<file path="config.mk">
export PLATFORM = sky130hd
export DESIGN_NAME = spsr_top
export DESIGN_NICKNAME = d
export VERILOG_FILES = /design/src/common/spsr_pkg.sv /design/src/common/spsr_stream_if.sv /design/src/spsr_top.sv /design/src/spsr_fifo.sv
export VERILOG_INCLUDE_DIRS = /design/src /design/src/common
export SDC_FILE = /design/constraint.sdc
export NUM_CORES = 1
export LEC_CHECK = 0
export BUFFER_PORTS_ARGS = -buffer_cell sky130_fd_sc_hd__buf_2
export CORE_UTILIZATION = 48
export CTS_BUF_LIST = sky130_fd_sc_hd__clkbuf_16
export CTS_CLUSTER_SIZE = 30
export DETAILED_ROUTE_END_ITERATION = 6
export GPL_ROUTABILITY_DRIVEN = 0
export PLACE_DENSITY = 0.73
export SLEW_MARGIN = 10
export SYNTH_ARGS = -nofsm -noshare
export SYNTH_HDL_FRONTEND = slang
export SYNTH_SLANG_ARGS = --single-unit
export TNS_END_PERCENT = 100
</file>
<file path="constraint.sdc">
create_clock -name clk_sys_in -period 1 [get_ports clk_sys_in]
set_input_delay 0.3 -clock clk_sys_in [delete_from_list [all_inputs] [get_ports clk_sys_in]]
set_output_delay 0.3 -clock clk_sys_in [all_outputs]
set_load 0.02 [all_outputs]
</file>
<file path="src/common/spsr_map.svh">
// Function
// - Sixteen-bit shift register plus sixteen-bit storage register driving parallel outputs continuously.
// - One two-way serial pin: data in on load, three-state data out on shift-out.
// - Shift register modes: hold, serial load, recirculating serial out, parallel load.
// - Chip select high ignores shift clock, holds shift register, floats serial pin.
// - Shift register acts only on falling shift clock edge, never on rising edge.
// - Select low, read high, store clock low: fall drives next bit out and recirculates.
// - Select low, read high, store clock high: fall loads shift register from storage.
// - Select and read/write low: store clock rise copies shift register into storage.
// - Storage register holds while chip select or read/write is high.
// - Low store clear empties storage register at once, above every other input.
`ifndef SPSR_MAP_SVH
`define SPSR_MAP_SVH
`define SPSR_WIDTH 16
`define SPSR_FIFO_DEPTH 16
`define SPSR_SHIFT_RST 16'h0000
`define SPSR_STORE_RST 16'h0000
`endif

</file>
<file path="src/common/spsr_pkg.sv">
package spsr_pkg;
    typedef enum logic [1:0] {
        SPSR_HOLD,
        SPSR_SER_LOAD,
        SPSR_SER_OUT,
        SPSR_PAR_LOAD
    } spsr_mode_t;
endpackage

</file>
<file path="src/common/spsr_stream_if.sv">
`timescale 1ns/10ps
`default_nettype none
interface spsr_stream_if #(parameter int WIDTH = 16);
    logic valid;
    logic ready;
    logic [WIDTH-1:0] data;
    modport source (output valid, output data, input ready);
    modport sink (input valid, input data, output ready);
endinterface
`default_nettype wire

</file>
<file path="src/spsr_top.sv">
`include "spsr_map.svh"
`timescale 1ns/10ps
`default_nettype none
module spsr_top (
    // Clock and reset
    input wire logic clk_sys_in,
    input wire logic sys_rst_in,
    // Host control pins
    input wire logic chip_sel_n_in,
    input wire logic read_write_in,
    input wire logic shift_clock_fall_in,
    input wire logic store_clock_in,
    input wire logic store_clear_n_in,
    // Serial pin
    input wire logic serial_in,
    output logic serial_out,
    output logic serial_oe_out,
    // Parallel outputs
    output logic [`SPSR_WIDTH-1:0] parallel_out,
    // Mode status
    output logic [1:0] mode_out
);
    localparam int W = `SPSR_WIDTH;
    spsr_pkg::spsr_mode_t mode;
    logic [W-1:0] shift_reg, shift_next;
    logic [W-1:0] store_reg, store_next;
    logic shclk_reg, stclk_reg;
    logic serial_out_reg, serial_out_next, oe_reg, oe_next;
    logic [1:0] mode_reg;
    logic shift_fall, store_rise;

    // Stored words are also pushed into the FIFO, whose output is drained and unused
    spsr_stream_if #(.WIDTH(W)) fin ();
    spsr_stream_if #(.WIDTH(W)) fout ();

    spsr_fifo #(.WIDTH(W), .DEPTH(`SPSR_FIFO_DEPTH)) u_fifo (
        .clk_sys_in(clk_sys_in),
        .sys_rst_in(sys_rst_in),
        .wr(fin),
        .rd(fout)
    );

    assign shift_fall = shclk_reg && !shift_clock_fall_in;
    assign store_rise = !stclk_reg && store_clock_in;

    always_comb begin
        if (chip_sel_n_in) begin
            mode = spsr_pkg::SPSR_HOLD;
        end else if (!read_write_in) begin
            mode = spsr_pkg::SPSR_SER_LOAD;
        end else if (store_clock_in) begin
            mode = spsr_pkg::SPSR_PAR_LOAD;
        end else begin
            mode = spsr_pkg::SPSR_SER_OUT;
        end
    end

    always_comb begin
        shift_next = shift_reg;
        serial_out_next = serial_out_reg;
        oe_next = (mode == spsr_pkg::SPSR_SER_OUT);
        if (shift_fall) begin
            unique case (mode)
                spsr_pkg::SPSR_HOLD: shift_next = shift_reg;
                spsr_pkg::SPSR_SER_LOAD: shift_next = {serial_in, shift_reg[W-1:1]};
                spsr_pkg::SPSR_SER_OUT: begin
                    shift_next = {shift_reg[0], shift_reg[W-1:1]};
                    serial_out_next = shift_reg[0];
                end
                spsr_pkg::SPSR_PAR_LOAD: shift_next = store_reg;
            endcase
        end
    end

    always_comb begin
        store_next = store_reg;
        if (!chip_sel_n_in && !read_write_in && store_rise) begin
            store_next = shift_reg;
        end
        fin.valid = store_rise && !chip_sel_n_in && !read_write_in;
        fin.data = shift_reg;
        fout.ready = 1'b1;
    end

    always_ff @(posedge clk_sys_in) begin
        if (sys_rst_in) begin
            shift_reg <= `SPSR_SHIFT_RST;
            shclk_reg <= 1'b0;
            stclk_reg <= 1'b0;
            serial_out_reg <= 1'b0;
            oe_reg <= 1'b0;
            mode_reg <= 2'h0;
        end else begin
            shift_reg <= shift_next;
            shclk_reg <= shift_clock_fall_in;
            stclk_reg <= store_clock_in;
            serial_out_reg <= serial_out_next;
            oe_reg <= oe_next;
            mode_reg <= mode;
        end
    end

    // Clear is asynchronous and overrides everything
    always_ff @(posedge clk_sys_in or negedge store_clear_n_in) begin
        if (!store_clear_n_in) begin
            store_reg <= `SPSR_STORE_RST;
        end else if (sys_rst_in) begin
            store_reg <= `SPSR_STORE_RST;
        end else begin
            store_reg <= store_next;
        end
    end

    assign parallel_out = store_reg;
    assign serial_out = serial_out_reg;
    assign serial_oe_out = oe_reg;
    assign mode_out = mode_reg;
endmodule // spsr_top
`default_nettype wire

</file>
<file path="src/spsr_fifo.sv">
`timescale 1ns/10ps
`default_nettype none
module spsr_fifo #(
    parameter int WIDTH = 16,
    parameter int DEPTH = 16
) (
    // Clock and reset
    input wire logic clk_sys_in,
    input wire logic sys_rst_in,
    // Stream sides
    spsr_stream_if.sink wr,
    spsr_stream_if.source rd
);
    localparam int AW = $clog2(DEPTH);
    logic [WIDTH-1:0] mem_reg [DEPTH];
    logic [AW-1:0] wptr_reg, wptr_next, rptr_reg, rptr_next;
    logic [AW:0] cnt_reg, cnt_next;
    logic push, pop;

    assign push = wr.valid && wr.ready;
    assign pop = rd.valid && rd.ready;
    assign wr.ready = (cnt_reg != (AW+1)'(DEPTH)) || rd.ready;
    assign rd.valid = cnt_reg != '0;
    assign rd.data = mem_reg[rptr_reg];

    always_comb begin
        wptr_next = push ? wptr_reg + AW'(1) : wptr_reg;
        rptr_next = pop ? rptr_reg + AW'(1) : rptr_reg;
        cnt_next = cnt_reg + (AW+1)'(push) - (AW+1)'(pop);
    end

    always_ff @(posedge clk_sys_in) begin
        if (sys_rst_in) begin
            wptr_reg <= '0;
            rptr_reg <= '0;
            cnt_reg <= '0;
        end else begin
            wptr_reg <= wptr_next;
            rptr_reg <= rptr_next;
            cnt_reg <= cnt_next;
        end
    end

    always_ff @(posedge clk_sys_in) begin
        if (push) begin
            mem_reg[wptr_reg] <= wr.data;
        end
    end
endmodule // spsr_fifo
`default_nettype wire

</file>
==> out/metrics.cfg <==
[status]
outcome = finished, violations left
failed_checks = DRC, setup timing

[setup_path]
cp-start-kind = register
crit_path_end_kind = register
crit_path_end = fin.data[14]
cp_num_cells = 5
worstPathRequired_ps = 1190
reg2reg_to = fin.data[14]
critPathLaunch = shclk_reg
cp_cell_sequence = nor3b_4, buf_6, buf_12, nor2_4, a311oi_2
worstSetupPathType = reg2reg
worst-path-buf-inv = 2
critPathMaxFanout = 8
slowest_delay_ps = 330
rr_worst_depth = 5
reg2reg_slack_ps = -200
r2r-start = shclk_reg
critPathTopFamily = flip-flops
worst_path_max_delay_cell = dfxtp_2
crit_arrival_ps = 1390

[sta]
min_period_ps = 1202
rsz0062_at_grt = true
max_slew.worst_pin.slew_ps = 376.2
fmaxAchievable_mhz = 831.9
setup_viol = 52
fin_worst_skew_ps = 4.945
post-route-period-util = 1.202
finalWorstSetupSlack_ps = -202.1
hold_violations = 0
maxSlewHeadroom = 0.7492
fin_tns_setup_ps = -6602
drv_slew = 0
fin_hold_ws_ps = 348.4

[logic_synthesis]
yosysTopAreaCell = dfxtp_1
ys_ff_latch = 38
synth.net_count = 155
yosysWarnings = 0
synth.top_cell.area_share = 0.2919
ys_top_cells_by_area = dfxtp_1 (29%), dfrtp_1 (27%), a22o_1 (9.3%)
synthesis.area_sq_mm = 0.001509
ys_types = 20
syn-instance-count = 147
syn_avg_cell_area_sq_um = 10.26
synth_seq_area_share = 0.5572

[die]
rows = 19
core_area_sq_mm = 0.002877
die_w_microns = 58.07
io-pin-count = 28
start_util = 0.5246
die_h_microns = 58.07
dieArea_sq_mm = 0.003372

[clocking]
clock_sinks = 38
cts_made_buffers = 5
clk_path_buf_depth = 2
ctsRootBufferMaster = clkbuf_16
insertion_delay_ps = 280
cts_tree = done
cts_max_level = 2
cts.clk_slew.worst_paths_ps = 60

[final_layout]
final_core_util = 0.8478
antenna_cells = 0
final_area_sq_mm = 0.002439
layout.area.seq_sq_um = 848.3
area_delta_synth_final_pct = 61.61
fin_cells = 247
fillers = 139
multiInputGateArea_sq_um = 744.5
drive_gt1_frac = 0.4829
fin_nets = 213

[grt]
grt_pass1_vias = 1476
track_usage = 0.3016
grt_antenna_before_repair = 0
overflow = 0
grt_max_degree = 17
grt_pass1_wl_mm = 7.327

[power_and_ir_drop]
p_sw_frac = 0.2147
leakage_nw = 1.015
power_density_mw_per_mm2 = 1494
intPower_mw = 2.862
seqPwrFrac = 0.436
peakVddDrop_mv = 1.502
clkPwrFrac = 0.475
p_total_mw = 3.644
p_switching_mw = 0.7823
pwr-share-comb = 0.089

[drt]
drtAntennaViolNets = 0
dr.first_iter.drc_count = 57
first_pass_iters = 6
wire_per_inst_microns = 17.59
viasPerCell = 5.680
drc = 1
vias = 1403
wl_mm = 4.345

[place]
port_buffers = 27
placed_area_sq_mm = 0.001768
dp_slack_ps = -392.9
place_hpwl_mm = 2.154
dpl.cell_count = 216

[hold_path]
hold_class = in2reg
min-delay-start = chip_sel_n_in

[job]
maxCapViolCount = 0

-- layout make-up --
class / count / share of cell area
well taps: 42 / 0.02155
repair buffers: 62 / 0.2601
flip-flops and latches: 38 / 0.3479
clock inverters: 2 / 0.01385
clock buffers: 5 / 0.05131
multi-input cells: 98 / 0.3053
-- per-layer routing --
layer,wire length [microns],track usage
met3,198,0.09152
met2,2168,0.4975
met1,1847,0.3560
met4,130,0.1497
met5,0,0
-- cell usage in the layout, fill, tap and decap left out, types with 7 or more instances in the layout --
master and instances:
buf_4 23, a311oi_2 16, nor2_1 13, buf_6 25, dfxtp_1 16, dfrtp_1 16
nand2_1 31, a22o_1 16, buf_2 7
-- worst min-delay path by stage --
stage / to / depth (start not counted)
finish: mode_out[1] / 2
global route: mode_out[1] / 2
CTS: mode_out[1] / 2
detailed placement: parallel_out[2] / 1
global placement: parallel_out[2] / 1
floorplan: parallel_out[0] / 0
-- power by group through the flow --
| stage | Clock [mW] | Combinational [mW] | Sequential [mW] |
|---|---|---|---|
| global placement | 0 | 0.221 | 1.61 |
| detailed placement | 0 | 0.230 | 1.61 |
| global route | 1.83 | 0.346 | 1.59 |
| floorplan | 0 | 0.121 | 1.62 |
| finish | 1.73 | 0.324 | 1.59 |
| CTS | 1.75 | 0.307 | 1.59 |
-- cell usage after synthesis --
master / count
a21oi_1: 2
a21bo_2: 1
nor3b_1: 2
nand3_1: 1
nor2_1: 17
nor4b_2: 1
nor3_1: 1
dfrtp_1: 16
clkbuf_1: 3
buf_2: 3
a311oi_1: 16
nor3b_2: 1
buf_6: 2
a22o_1: 16
nand3b_2: 1
nor2b_1: 7
nand2_1: 31
buf_4: 3
dfxtp_1: 22
and3b_1: 1
-- worst register-to-register path, cell delays in order (launching register included) --
cell and delay, ps:
dfxtp_2 330, nor3b_4 210, buf_6 150, buf_12 120
nor2_4 40, a311oi_2 250
-- repair_timing --
item / CTS / global route
hold buffers: 1 / 0
cloned: 4 / 0
gates resized for setup: 69 / 10
pin swaps: 14 / 15
hold endpoints to repair: 16 / 0
buffers inserted: 15 / 6
setup endpoints to repair: 52 / 52
-- cells by family after synthesis --
logic type / count (synthesis) / share of synthesized area
and+or+nand+nor: 63 / 0.1965
DFF: 38 / 0.5572
AOI/OAI and AO/OA: 35 / 0.1990
buffers and inverters: 11 / 0.04726
Note: power is estimated with default switching activity, not from simulation.
